===== src/hdl/wdc_pkg.sv =====
// Constants and types shared by the protected-configuration watchdog
// Operation
// Timeout is 16K to 2048K oscillator cycles, doubling with each prescale code.
// Level 0 starts disabled; a plain write of one enables the watchdog.
// Level 0 accepts any new prescale value at any time.
// Level 1 starts disabled; a plain write of one enables the watchdog.
// Level 1 changes prescale or disables only through the timed sequence.
// Software opens the sequence writing change-enable and enable both one; the code opens it on change-enable alone, whatever enable holds.
// Within four cycles a write with change-enable clear is applied.
// Level 2 keeps the watchdog enabled; enable always reads one.
// Level 2 software also opens the sequence with both bits one; the code opens it on change-enable alone, whatever enable holds.
// Level 2 timed write updates prescale only; enable value is ignored.
// Change-enable clears itself four cycles after being written one.
// Safety level comes from the always-on and compatibility fuses.
// Expiry without restart gives a one-cycle chip reset pulse.
// Count clears on restart, on disable and on any chip reset.
// Protected changes outside the open window are ignored.
// Oscillator ticks and requests cross into the count logic safely.
package wdc_pkg;
  // Register byte offsets
  localparam logic [7:0] WDC_CTRL_OFF = 8'h00;
  localparam logic [7:0] WDC_STATUS_OFF = 8'h04;
  localparam logic [7:0] WDC_RESTART_OFF = 8'h08;
  localparam logic [7:0] WDC_COUNT_OFF = 8'h0c;
  // Control register fields
  localparam int WDC_PS_LSB = 0;
  localparam int WDC_PS_W = 3;
  localparam int WDC_EN_BIT = 3;
  localparam int WDC_CE_BIT = 4;
  localparam logic [WDC_PS_W-1:0] WDC_PS_RST = 3'h0;
  localparam logic WDC_EN_RST = 1'b0;
  // Restart register field
  localparam int WDC_RESTART_BIT = 0;
  // Status register fields
  localparam int WDC_ST_LVL_LSB = 0;
  localparam int WDC_ST_OPEN_BIT = 2;
  localparam int WDC_ST_WCNT_LSB = 3;
  // Timing
  localparam int WDC_CE_CYCLES = 4;
  localparam int WDC_WCNT_W = 3;
  localparam int unsigned WDC_BASE_CYCLES = 16384;
  localparam int WDC_CNT_W = 22;

  typedef enum logic [1:0] {
    WDC_LVL0 = 2'b00,
    WDC_LVL1 = 2'b01,
    WDC_LVL2 = 2'b10
  } wdc_level_type;
endpackage


===== src/hdl/wdc_cnt_if.sv =====
// Signals between the configuration logic and the timeout counter
`timescale 1ns/1ps
`default_nettype none
interface wdc_cnt_if;
  logic run;
  logic restart;
  logic [wdc_pkg::WDC_PS_W-1:0] prescale;
  logic expire;
  logic [wdc_pkg::WDC_CNT_W-1:0] count;
  modport ctrl (output run, output restart, output prescale, input expire, input count);
  modport cnt (input run, input restart, input prescale, output expire, output count);
endinterface
`default_nettype wire


===== src/hdl/wdc_counter.sv =====
// Timeout counter running on synchronised watchdog oscillator ticks
`timescale 1ns/1ps
`default_nettype none
module wdc_counter #(
  parameter int unsigned BASE_CYCLES = wdc_pkg::WDC_BASE_CYCLES
) (
  // System
  input wire logic clock,
  input wire logic rst,
  // Watchdog oscillator
  input wire logic oscTick,
  // Control side
  wdc_cnt_if.cnt cnt
);
  logic oscSync1_ff, oscSync2_ff, oscSync3_ff;
  logic nxt_oscSync1, nxt_oscSync2, nxt_oscSync3;
  logic [wdc_pkg::WDC_CNT_W-1:0] count_ff, nxt_count;
  logic expire_ff, nxt_expire;
  logic [wdc_pkg::WDC_CNT_W-1:0] limit;
  logic tickEdge;

  // Only the second and third stages are looked at; the first may be metastable
  always_comb begin
    nxt_oscSync1 = oscTick;
    nxt_oscSync2 = oscSync1_ff;
    nxt_oscSync3 = oscSync2_ff;
  end

  always_ff @(posedge clock or posedge rst) begin
    if (rst) begin
      oscSync1_ff <= 1'b0;
      oscSync2_ff <= 1'b0;
      oscSync3_ff <= 1'b0;
    end else begin
      oscSync1_ff <= nxt_oscSync1;
      oscSync2_ff <= nxt_oscSync2;
      oscSync3_ff <= nxt_oscSync3;
    end
  end

  always_comb begin
    tickEdge = oscSync2_ff & ~oscSync3_ff;
    limit = wdc_pkg::WDC_CNT_W'((BASE_CYCLES << cnt.prescale) - 1);
    nxt_count = count_ff;
    nxt_expire = 1'b0;
    // A lowered prescale below the running count expires on the next tick
    if (!cnt.run || cnt.restart) begin
      nxt_count = '0;
    end else if (tickEdge) begin
      if (count_ff >= limit) begin
        nxt_count = '0;
        nxt_expire = 1'b1;
      end else begin
        nxt_count = count_ff + 1'b1;
      end
    end
  end

  always_ff @(posedge clock or posedge rst) begin
    if (rst) begin
      count_ff <= '0;
      expire_ff <= 1'b0;
    end else begin
      count_ff <= nxt_count;
      expire_ff <= nxt_expire;
    end
  end

  assign cnt.count = count_ff;
  assign cnt.expire = expire_ff;
endmodule // wdc_counter
`default_nettype wire


===== src/hdl/wdc_watchdog.sv =====
// Watchdog with fuse-selected safety level and timed configuration changes, APB slave
`timescale 1ns/1ps
`default_nettype none
module wdc_watchdog #(
  parameter int unsigned BASE_CYCLES = wdc_pkg::WDC_BASE_CYCLES,
  parameter int ADDR_W = 8
) (
  // System
  input wire logic clock,
  input wire logic rst,
  // APB slave
  input wire logic psel,
  input wire logic penable,
  input wire logic pwrite,
  input wire logic [ADDR_W-1:0] paddr,
  input wire logic [31:0] pwdata,
  output logic [31:0] prdata,
  output logic pready,
  output logic pslverr,
  // Fuses, high when programmed
  input wire logic alwaysOnFuse,
  input wire logic compatibilityFuse,
  // Watchdog oscillator
  input wire logic oscTick,
  // Chip reset request and state
  output logic chipResetPulse,
  output logic watchdogRunning
);
  wdc_cnt_if cntBus ();

  wdc_counter #(
    .BASE_CYCLES(BASE_CYCLES)
  ) uCounter (
    .clock(clock),
    .rst(rst),
    .oscTick(oscTick),
    .cnt(cntBus)
  );

  wdc_pkg::wdc_level_type level;
  logic enable_ff, nxt_enable;
  logic [wdc_pkg::WDC_PS_W-1:0] prescale_ff, nxt_prescale;
  logic ceOpen_ff, nxt_ceOpen;
  logic [wdc_pkg::WDC_WCNT_W-1:0] ceCnt_ff, nxt_ceCnt;
  logic [31:0] prdata_ff, nxt_prdata;
  logic effEnable;
  logic accessWr, setupRd;
  logic ctrlWr, restartWr;
  logic wCe, wEn;
  logic [wdc_pkg::WDC_PS_W-1:0] wPs;
  logic mapped;
  logic [7:0] addr8;
  logic [31:0] rdData;

  // Fuses are static straps, so decoding them directly needs no capture
  always_comb begin
    if (alwaysOnFuse) begin
      level = wdc_pkg::WDC_LVL2;
    end else if (compatibilityFuse) begin
      level = wdc_pkg::WDC_LVL0;
    end else begin
      level = wdc_pkg::WDC_LVL1;
    end
  end

  // Level 2 forces the watchdog on whatever the stored bit holds
  assign effEnable = enable_ff | (level == wdc_pkg::WDC_LVL2);

  // Bus decode
  always_comb begin
    addr8 = 8'(paddr);
    accessWr = psel & penable & pwrite;
    setupRd = psel & ~penable & ~pwrite;
    mapped = (addr8 == wdc_pkg::WDC_CTRL_OFF) || (addr8 == wdc_pkg::WDC_STATUS_OFF) ||
             (addr8 == wdc_pkg::WDC_RESTART_OFF) || (addr8 == wdc_pkg::WDC_COUNT_OFF);
    if (ADDR_W > 8) begin
      mapped = mapped && ((paddr >> 8) == '0);
    end
    ctrlWr = accessWr && mapped && (addr8 == wdc_pkg::WDC_CTRL_OFF);
    restartWr = accessWr && mapped && (addr8 == wdc_pkg::WDC_RESTART_OFF) &&
                pwdata[wdc_pkg::WDC_RESTART_BIT];
    wCe = pwdata[wdc_pkg::WDC_CE_BIT];
    wEn = pwdata[wdc_pkg::WDC_EN_BIT];
    wPs = pwdata[wdc_pkg::WDC_PS_LSB +: wdc_pkg::WDC_PS_W];
  end

  // Configuration state
  always_comb begin
    nxt_enable = enable_ff;
    nxt_prescale = prescale_ff;
    nxt_ceOpen = ceOpen_ff;
    nxt_ceCnt = ceCnt_ff;
    if (ceCnt_ff != '0) begin
      nxt_ceCnt = ceCnt_ff - 1'b1;
      if (ceCnt_ff == wdc_pkg::WDC_WCNT_W'(1)) begin
        nxt_ceOpen = 1'b0;
      end
    end
    if (ctrlWr) begin
      // A new opening write reloads the window, so it wins over the timeout
      if (wCe) begin
        nxt_ceOpen = 1'b1;
        nxt_ceCnt = wdc_pkg::WDC_WCNT_W'(wdc_pkg::WDC_CE_CYCLES);
      end
      if (wEn) begin
        nxt_enable = 1'b1;
      end else if (ceOpen_ff && !wCe && level != wdc_pkg::WDC_LVL2) begin
        nxt_enable = 1'b0;
      end
      unique case (level)
        wdc_pkg::WDC_LVL0: begin
          nxt_prescale = wPs;
        end
        wdc_pkg::WDC_LVL1, wdc_pkg::WDC_LVL2: begin
          if (ceOpen_ff && !wCe) begin
            nxt_prescale = wPs;
          end
        end
        default: begin
          nxt_prescale = prescale_ff;
        end
      endcase
    end
  end

  always_ff @(posedge clock or posedge rst) begin
    if (rst) begin
      enable_ff <= wdc_pkg::WDC_EN_RST;
      prescale_ff <= wdc_pkg::WDC_PS_RST;
      ceOpen_ff <= 1'b0;
      ceCnt_ff <= '0;
    end else begin
      enable_ff <= nxt_enable;
      prescale_ff <= nxt_prescale;
      ceOpen_ff <= nxt_ceOpen;
      ceCnt_ff <= nxt_ceCnt;
    end
  end

  // Counter control
  assign cntBus.run = effEnable;
  assign cntBus.restart = restartWr;
  assign cntBus.prescale = prescale_ff;
  assign chipResetPulse = cntBus.expire;
  assign watchdogRunning = effEnable;

  // Read data is captured in the setup cycle so it leaves a flip-flop
  always_comb begin
    rdData = '0;
    if (mapped) begin
      unique case (addr8)
        wdc_pkg::WDC_CTRL_OFF: begin
          rdData[wdc_pkg::WDC_CE_BIT] = ceOpen_ff;
          rdData[wdc_pkg::WDC_EN_BIT] = effEnable;
          rdData[wdc_pkg::WDC_PS_LSB +: wdc_pkg::WDC_PS_W] = prescale_ff;
        end
        wdc_pkg::WDC_STATUS_OFF: begin
          rdData[wdc_pkg::WDC_ST_LVL_LSB +: 2] = level;
          rdData[wdc_pkg::WDC_ST_OPEN_BIT] = ceOpen_ff;
          rdData[wdc_pkg::WDC_ST_WCNT_LSB +: wdc_pkg::WDC_WCNT_W] = ceCnt_ff;
        end
        wdc_pkg::WDC_COUNT_OFF: begin
          rdData[wdc_pkg::WDC_CNT_W-1:0] = cntBus.count;
        end
        default: begin
          rdData = '0;
        end
      endcase
    end
    nxt_prdata = setupRd ? rdData : prdata_ff;
  end

  always_ff @(posedge clock or posedge rst) begin
    if (rst) begin
      prdata_ff <= '0;
    end else begin
      prdata_ff <= nxt_prdata;
    end
  end

  assign prdata = prdata_ff;
  assign pready = psel & penable;
  assign pslverr = psel & penable & ~mapped;
endmodule // wdc_watchdog
`default_nettype wire

===== config.mk =====
export PLATFORM = sky130hd
export DESIGN_NAME = wdc_watchdog
export DESIGN_NICKNAME = d
export VERILOG_FILES = /design/src/hdl/wdc_pkg.sv /design/src/hdl/wdc_cnt_if.sv /design/src/hdl/wdc_counter.sv /design/src/hdl/wdc_watchdog.sv
export SDC_FILE = /design/constraint.sdc
export NUM_CORES = 1
export LEC_CHECK = 0
export BUFFER_PORTS_ARGS = -buffer_cell sky130_fd_sc_hd__buf_4
export CORE_MARGIN = 5
export CORE_UTILIZATION = 25
export CTS_CLUSTER_DIAMETER = 30
export DETAILED_ROUTE_END_ITERATION = 10
export PLACE_DENSITY = 0.47
export SETUP_SLACK_MARGIN = 0.02
export SLEW_MARGIN = 5
export SYNTH_ARGS = -nofsm -noshare
export SYNTH_HDL_FRONTEND = slang
export SYNTH_HIERARCHICAL = 1
export SYNTH_SLANG_ARGS = --single-unit

===== constraint.sdc =====
create_clock -name clock -period 2.04 [get_ports clock]
set_input_delay 0.204 -clock clock [delete_from_list [all_inputs] [get_ports clock]]
set_output_delay 0.204 -clock clock [all_outputs]
set_load 0.02 [all_outputs]

# ---- Word level (Yosys, flattened, before mapping)
# Index checks and enable logic that the tools add are counted.
dict set report classes {
  n_addsub 3
  n_mul 0
  div_mod_pow 0
  magnitude_cmp 1
  eq_ne 8
  shifts 1
  muxes 23
  bitwise_logic 11
  reduce_logical 21
}
# operator n
set op_table {}
lappend op_table {{$mux 22} 4}
lappend op_table {{$add 22x1->22 const B} 1}
lappend op_table {{$ge 22x22->1} 1}
lappend op_table {{$shl 15x3->22 const A} 1}
lappend op_table {{$sub 22x1->22 const B} 1}
lappend op_table {{$eq 8x4->1 const B} 2}
lappend op_table {{$mux 16} 1}
lappend op_table {{$pmux 5 s3} 1}
lappend op_table {{$mux 3} 4}
lappend op_table {{$mux 1} 10}
lappend op_table {{$eq 8x3->1 const B} 1}
lappend op_table {{$logic_not 8->1} 1}
lappend op_table {{$and 1x1->1} 6}
lappend op_table {{$logic_and 1x1->1} 6}
lappend op_table {{$pmux 3 s2} 1}
lappend op_table {{$reduce_bool 2->1} 3}
lappend op_table {{$logic_or 1x1->1} 4}
lappend op_table {{$ne 2x2->1 const B} 2}
lappend op_table {{$not 1->1} 4}
lappend op_table {{$eq 3x1->1 const B} 1}
lappend op_table {{$reduce_and 3->1} 1}
lappend op_table {{$reduce_bool 3->1} 1}
lappend op_table {{$sub 3x1->3 const B} 1}
lappend op_table {{$eq 2x1->1 const B} 1}
lappend op_table {{other kinds (8)} 9}
dict set report word_totals {
  register_bits 66
  latch_bits 0
  ramBits 0
  rom_bits 0
  in_bits 48
  output_inout_bits 36
  wordCells 78
  mem_count 0
}

# ---- Depth between registers and ports, before layout
# Gate-level depths: netlist (run 1).
dict set report depth {
  depth_word 9
  mapped_depth 10
  ltp_nobuf 8
}

# ---- Hierarchy
# Netlist (run 1), hierarchy kept.
# mod n_inst cells_per_inst area_per_inst_um2 seq_area_each_um2
set by_module_without_submodules {}
lappend by_module_without_submodules {wdc_watchdog 1 169 1604.0 750.7}
lappend by_module_without_submodules {wdc_counter 1 160 1524.0 650.6}

# ---- Worst setup path after synthesis (run 1)
# No wires, ideal clock.
dict set report synth_path {
  path_kind {input to register}
  startpoint {input port paddr[5]}
  endpoint {register uCounter.count_ff, in the netlist uCounter/cnt.count[9]}
  setup_ns 0.119
  arrival_time_ns 2.030
  t_required_ns 1.921
  path_slack_ns -0.108
  stages 8
  n_path_buf 1
  path_cell_list {or4_1 nor3_1 nor2b_1 clkbuf_1 a211oi_2 and4_2 xnor2_1 nor2_1}
}
dict set report synth_between {
  elab_chain_len 9
  word_cells_on_any_way 13
  cone_classes {3 x eq/ne; 1 x mux; 9 x reduce/logical}
}
# element line_no
set synth_lines {}
lappend synth_lines {{start: declaration} wdc_watchdog.sv:15} ;# input wire logic [ADDR_W-1:0] paddr,
lappend synth_lines {{$eq 8x3->1 / $logic_not 8->1 (equally long branches)} wdc_watchdog.sv:74} ;# mapped = (addr8 == wdc_pkg::WDC_CTRL_OFF) || (addr8 == wdc_pkg::WDC_STATUS_OFF) ||
lappend synth_lines {{$logic_or 1x1->1 (2 in series)} wdc_watchdog.sv:74}
lappend synth_lines {{$logic_or 1x1->1} wdc_watchdog.sv:75} ;# (addr8 == wdc_pkg::WDC_RESTART_OFF) || (addr8 == wdc_pkg::WDC_COUNT_OFF);
lappend synth_lines {{$logic_and 1x1->1} wdc_watchdog.sv:80} ;# restartWr = accessWr && mapped && (addr8 == wdc_pkg::WDC_RESTART_OFF) &&
lappend synth_lines {{$logic_and 1x1->1 (*) (2 in series)} wdc_watchdog.sv:80}
lappend synth_lines {{net cntBus.restart} wdc_cnt_if.sv:6} ;# logic restart;
lappend synth_lines {{$logic_or 1x1->1 (*)} wdc_counter.sv:47} ;# if (!cnt.run || cnt.restart) begin
lappend synth_lines {{$mux 22 / $reduce_bool 2->1 (equally long branches)} --}
lappend synth_lines {{end signal: assignment} wdc_counter.sv:64} ;# count_ff <= nxt_count;
lappend synth_lines {{end: declaration} wdc_counter.sv:17} ;# logic [wdc_pkg::WDC_CNT_W-1:0] count_ff, nxt_count;
# Mark *: on every way through the listed nets, which the timed path passes. The rest lies on a longest branch.
# A chain may end at the register's enable or synchronous reset.

# ---- Worst setup path after layout (run 1)
dict set report layout_path {
  startpoint {register prescale_ff, in the netlist cntBus.prescale[2]}
  endpoint {register uCounter.count_ff, in the netlist uCounter/cnt.count[9]}
}
dict set report layout_between {
  elab_chain_len 6
}
# element line_no
set layout_lines {}
lappend layout_lines {{start: declaration} wdc_watchdog.sv:42} ;# logic [wdc_pkg::WDC_PS_W-1:0] prescale_ff, nxt_prescale;
lappend layout_lines {{start signal: assignment} wdc_watchdog.sv:129} ;# prescale_ff <= wdc_pkg::WDC_PS_RST;
lappend layout_lines {{start signal: assignment} wdc_watchdog.sv:134} ;# prescale_ff <= nxt_prescale;
lappend layout_lines {{$shl 15x3->22} wdc_counter.sv:43} ;# limit = wdc_pkg::WDC_CNT_W'((BASE_CYCLES << cnt.prescale) - 1);
lappend layout_lines {{$sub 22x1->22} wdc_counter.sv:43}
lappend layout_lines {{$ge 22x22->1} wdc_counter.sv:50} ;# if (count_ff >= limit) begin
lappend layout_lines {{$mux 22} wdc_counter.sv:50}
lappend layout_lines {{$mux 22} wdc_counter.sv:49} ;# end else if (tickEdge) begin
lappend layout_lines {{$mux 22} wdc_counter.sv:47}
# Every way passes these cells. The select of a mux whose other input is x is not followed.

==> results.yml, run 1 <==
outcome:
  status: "completed"
pwr:
  p_leak_nw: 1.750
  powerDensity_nw_per_um2: 610.5
  ir_drop_uv: 290.3
die:
  start_util_pct: 25.72
  die_area_um2: 14850
  core_area_um2: 12160
  io_pins: 84
  rows: 40
  die_w_um: 121.9
  die_h_um: 121.9
logic_synthesis:
  syn_area_per_cell_um2: 9.508
  synth_top_area_share_pct: 44.80
  ys_types: 55
  synthCells: 329
  async_reset_ff_share_pct: 100.0
  yosys.area.top_type: "dfrtp_1"
  ys_seq_area_share_pct: 44.80
  synthesis.area_um2: 3128
  synth_area_leaders: "dfrtp_1, nand2_1, ha_1"
  yosys_register_bits: 56
  synth_common_cells: "dfrtp_1, nand2_1, o21ai_0, nor2_1"
  synth-edff-count: 0
  yosys.cell_count.top_type: "dfrtp_1"
  ys_warn_count: 6
  synth_ff_type: "dfrtp_1"
setup_path:
  slowest_stage: "dfrtp_2"
  critical_path_arrival_ps: 2060
  worstSetupPathType: "reg -> reg"
  ff2ff_path_depth: 9
  cp-end-kind: "flip-flop"
  crit_required_ps: 2230
  path_max_fanout: 20
  cp-start-kind: "flip-flop"
  path_depth: 9
  cpPeakStageDelay_ps: 450
  cp_top_family: "simple AND/OR/NAND/NOR gates"
  r2r_slack_ps: 170
  path_cells: "buf_4 -> nor3_1 -> ha_1 -> nand4_1 -> a31oi_1 -> o21ai_1 -> nand3_2 -> buf_12 -> nor2_1"
  path_buf_inv: 2
final_layout:
  diodes: 0
  n_fill_cell: 1308
  layout-drive-gt1-share_pct: 26.95
  multi_input_comb_area_um2: 1595
  fin_cells: 565
  ff_latch_area_um2: 1405
  fin_nets: 456
  area_growth_pct: 26.44
clock_tree:
  cts_buffer_depth: 2
  clock_latency_ps: 290
  cts_setup_buffers: 0
  cts_tree: "done"
  clockRootBuffer: "clkbuf_16"
  cts_inserted_buffers: 5
  ctsHtreeMaxLevel: 2
  cts_sinks: 56
  clk_pin_slew_ps: 70
grt:
  grt_util_met2_pct: 16.92
  grtUsageMet3_pct: 2.321
  track_usage_pct: 10.92
  grt_pass1_wl_um: 13130
  grt_overflow: 0
  grt_util_met1_pct: 15.79
  grt_pass1_vias: 2505
  grt_max_degree: 31
  antenna_found_initial: 0
  grt_busiest_layer: "met2"
hold_path:
  min_path_cells: 1
  holdCritPathClass: "in -> reg"
drt:
  drtPass1Iterations: 4
  via_per_inst: 4.478
  drc: 0
  vias: 2530
  antenna_left: 0
  wire_per_inst_um: 13.88
  initialDrtViolationCount: 149
  wirelength_um: 7841
timing:
  finalSetupViolations: 0
  fin_crit_sh_pct: 91.84
  grt_setup_unrepaired: "no"
  fin_skew_ps: 6.354
  fin_setup_tns_ps: 0
  worst_pin_slew_ps: 484.4
  slew_headroom_pct: 67.37
  slew_viol_final: 0
  finalHoldViolations: 0
  min_period_ps: 1873
  fmax_mhz: 533.8
place:
  gp_congestion: 0.8260
  dp_hpwl_um: 6036
  dp_cells: 556
  port_buffers: 46
run:
  cap_violations: 0
sequential cells by signal, summed over array words and instances (netlist names):
register and count:
ceOpen_ff 1, uCounter/cnt.expire 1, uCounter/oscSync3_ff 1, uCounter/nxt_oscSync2 1, ceCnt_ff 3, enable_ff 1, uCounter/cnt.count 22, cntBus.prescale 3
uCounter/nxt_oscSync3 1, prdata 22
final cells by class:
type                    count  area share (%)
multi-input cells         251           40.34
flip-flops and latches     56           35.53
repair buffers             73           14.24
well taps                 168           5.315
clock buffers               5           3.164
inverters                   9          0.8542
clock inverters             3          0.5694
layout by cell type, fill, tap and decap left out, types with 4 or more instances in the layout:
cell type | synthesis | routed
buf_4 | 11 | 71
dfrtp_1 | 56 | 53
nand2_1 | 51 | 51
nor2_1 | 26 | 26
o21ai_0 | 27 | 26
nand3_1 | 12 | 12
ha_1 | 12 | 12
conb_1 | 2 | 11
xor2_1 | 11 | 11
xnor2_1 | 10 | 10
nand4_1 | 10 | 10
inv_1 | 9 | 9
a21oi_1 | 9 | 9
nand2b_1 | 7 | 7
mux2_2 | 6 | 6
nor4_1 | 5 | 5
clkbuf_16 | 0 | 5
nor2b_1 | 4 | 4
what timing repair did:
| action | CTS | global route |
|---|---|---|
| resized for setup | 0 | 5 |
| hold buffers | 1 | 0 |
| endpoints found under the hold margin | 13 | 0 |
| setup endpoints to repair | 0 | 20 |
per-layer routing:
| metal | vias to the layer above | wire length [um] |
|---|---|---|
| li1 | 1266 | - |
| met1 | 1221 | 3941 |
| met2 | 39 | 3532 |
| met3 | 4 | 315 |
| met4 | 0 | 51 |
| met5 | - | 0 |
cell families (layout without fill, tap and decap cells):
| family | count (synthesis) | after routing | share of synthesized area, % |
|---|---|---|---|
| AND/OR/NAND/NOR | 145 | 145 | 24.44 |
| flip-flops | 56 | 56 | 44.80 |
| AO/OA/AOI/OAI | 55 | 55 | 11.80 |
| buffers and inverters | 31 | 90 | 5.560 |
| XOR/XNOR | 21 | 21 | 5.880 |
| adder cells (fa/ha/maj) | 12 | 12 | 4.800 |
| multiplexers | 7 | 7 | 2.480 |
| other | 2 | 11 | 0.2401 |
path summary, 6_finish.rpt:
check | startpoint | endpoint
setup / recovery | cntBus.prescale[2] | uCounter/cnt.count[9]
hold / removal | oscTick | uCounter/nxt_oscSync2
setup reg to reg | cntBus.prescale[2] | uCounter/cnt.count[9]
hold reg to reg | uCounter/nxt_oscSync2 | uCounter/nxt_oscSync3
max in group asynchronous | rst | cntBus.prescale[2]
min in group asynchronous | rst | uCounter/cnt.count[9]
report_power, final:
part | switching [mW] | internal, mW
Clock | 0.410 | 0.461
Combinational | 0.200 | 0.156
Sequential | 0.0395 | 1.15
through the flow:
stage	cell area [um2]	power, mW	worst slack (ps)	hold WS [ps]	utilization, %
final	3955	2.415	166.5	12.81	32.52
after global routing	3955	2.536	20.40	1.954	32.52
after CTS	3946	2.447	24.28	3.128	32.45
after detailed placement	3789	1.563	-191.9	314.9	31.15
after global placement	3789	1.549	-202.6	314.8	31.15
after floorplan	3166	1.452	25.24	235.4	-
No activity file was read; power rests on OpenSTA's default activity.
==> inputs of run 2 (changes only) <==
Settings changed: PLACE_DENSITY 0.47 to 0.49.
Clock period 2.04 ns to 1.6 ns, I/O delays scaled along.
==> run 2 against run 1 <==
Effect of this change: the flow now finishes with violations (setup timing); setup slack worse by 400 ps; wire length is 8.1% higher; critical path depth fell by 1; worst hold slack improved by 76 ps; critical path type unchanged; non-clock buffer count up 34; final area up 8.0%; die area stayed put; total power increased by 28%; largest power group unchanged; highest routed layer unchanged.
==> results.yml, run 2 (synthesized netlist as in run 1, its figures left out) <==
setup_path:
  cp-end-kind: "flip-flop"
  worstSetupPathType: "reg -> reg"
  timing.rr.end: "uCounter/cnt.count[18]"
  critical_path_arrival_ps: 2050
  cp-start-kind: "flip-flop"
  ff2ff_path_depth: 8
  r2r_slack_ps: -230
  crit_path_end: "uCounter/cnt.count[18]"
  path_max_fanout: 20
  crit_start: "cntBus.prescale[2]"
  crit_required_ps: 1810
  r2r_start: "cntBus.prescale[2]"
drt:
  drc: 0
  drtPass1Iterations: 4
  via_per_inst: 4.526
  wire_per_inst_um: 14.15
  initialDrtViolationCount: 104
  antenna_left: 0
  wirelength_um: 8475
  vias: 2711
final_layout:
  final_common_cell: "buf_4"
  ff_latch_area_um2: 1405
  post-route-util_pct: 35.11
  fin_nets: 490
  final_cell_mix: "buf_4, dfrtp_1, nand2_1"
  area_growth_pct: 36.52
  diodes: 0
  layout-drive-gt1-share_pct: 33.41
  fin_cells: 599
  n_fill_cell: 1270
  multi_input_comb_area_um2: 1643
timing:
  worst_pin_slew_ps: 551.8
  fin_setup_tns_ps: -4234
  fin_crit_sh_pct: 114.5
  slew_viol_final: 0
  finalHoldViolations: 0
  hold_ws_ps: 89.12
  min_period_ps: 1832
  finalSetupViolations: 23
  fmax_mhz: 546.0
  grt_setup_unrepaired: "yes"
  fin_skew_ps: 9.975
  setup_slack_ps: -231.5
  slew_headroom_pct: 63.14
pwr:
  p_leak_nw: 1.920
  ir_drop_uv: 476.6
  powerDensity_nw_per_um2: 724.9
  finalPower_mw: 3.095
die:
  io_pins: 84
  die_area_um2: 14850
  start_util_pct: 25.72
  core_area_um2: 12160
  die_h_um: 121.9
  die_w_um: 121.9
  rows: 40
grt:
  track_usage_pct: 11.83
  antenna_found_initial: 0
  grt_max_degree: 31
  grt_pass1_wl_um: 14170
  grt_overflow: 0
  grt_pass1_vias: 2731
clock_tree:
  ctsHtreeMaxLevel: 2
  cts_tree: "done"
  cts_buffer_depth: 2
  cts_sinks: 56
  clk_pin_slew_ps: 80
  cts_inserted_buffers: 5
  clockRootBuffer: "clkbuf_16"
  clock_latency_ps: 290
outcome:
  status: "complete, but fails checks"
  violations: "setup timing"
place:
  gp_congestion: 0.8616
  dp_cells: 587
  port_buffers: 46
  dp_hpwl_um: 6604
hold_path:
  holdCritPathClass: "in -> reg"
run:
  cap_violations: 0
==> run 2: cell count changes in the layout (fill, tap and decap cells not counted), moves of 2 or more <==
cell,before,now
buf_4,71,103
a211oi_2,2,0
o21ai_1,1,4
a211oi_4,0,2
o21ai_0,26,22
==> run 2: how the worst min path moves through the flow <==
| stage | startpoint | endpoint | depth (start not counted) |
|---|---|---|---|
| after floorplan | oscTick | uCounter/nxt_oscSync2 | 0 |
| after global placement | oscTick | uCounter/nxt_oscSync2 | 1 |
| after detailed placement | rst | uCounter/cnt.count[19] | 3 |
| after CTS | pwdata[4] | ceCnt_ff[0] | 2 |
| after global routing | pwdata[4] | ceCnt_ff[0] | 2 |
| final | pwdata[4] | ceCnt_ff[0] | 2 |
==> run 2: timing repair <==
| item | 4_1_cts | 5_1_grt |
|---|---|---|
| setup buffers | 2 | 0 |
| hold endpoints to repair | 57 | 0 |
| gates resized for setup | 7 | 2 |
| endpoints found under the setup margin | 23 | 26 |
| pin swaps | 2 | 1 |
| hold buffers | 2 | 0 |
==> run 2: worst max-delay path: stages, from the launching register on <==
cell     delay (ps)
dfrtp_2         460
inv_1           100
ha_4            260
a21oi_1         190
a31oi_2         130
o21ai_2         200
nand3_2         110
buf_12          180
nor2_1          130
==> run 2: cell type report <==
cell class / count / share of cell area (%)
clock buffers: 6 / 3.018
clock inverters: 2 / 0.3809
inverters: 9 / 0.7911
multi-input cells: 251 / 38.47
flip-flops and latches: 56 / 32.90
well taps: 168 / 4.922
repair buffers: 107 / 19.51
==> run 2: power by group <==
group | leakage, nW | internal [mW] | total, mW | switching [mW]
combinational | 1.09 | 0.221 | 0.486 | 0.265
clock | 0.0671 | 0.585 | 1.10 | 0.512
sequential | 0.763 | 1.46 | 1.51 | 0.0482
==> run 2: routing by layer <==
layer / routed length [um] / vias up / GRT usage, %
met5: 0 / - / 0
met4: 132 / 0 / 2.801
met3: 374 / 8 / 1.950
met2: 3828 / 54 / 18.75
met1: 4140 / 1316 / 16.87
li1: - / 1333 / -
==> run 2: through the flow <==
stage	setup slack [ps]	instance area, um2
3_3_place_gp	-412.8	4068
4_1_cts	-250.0	4260
6_report	-231.5	4270
3_5_place_dp	-418.2	4068
2_1_floorplan	-226.7	3211
5_1_grt	-354.6	4270
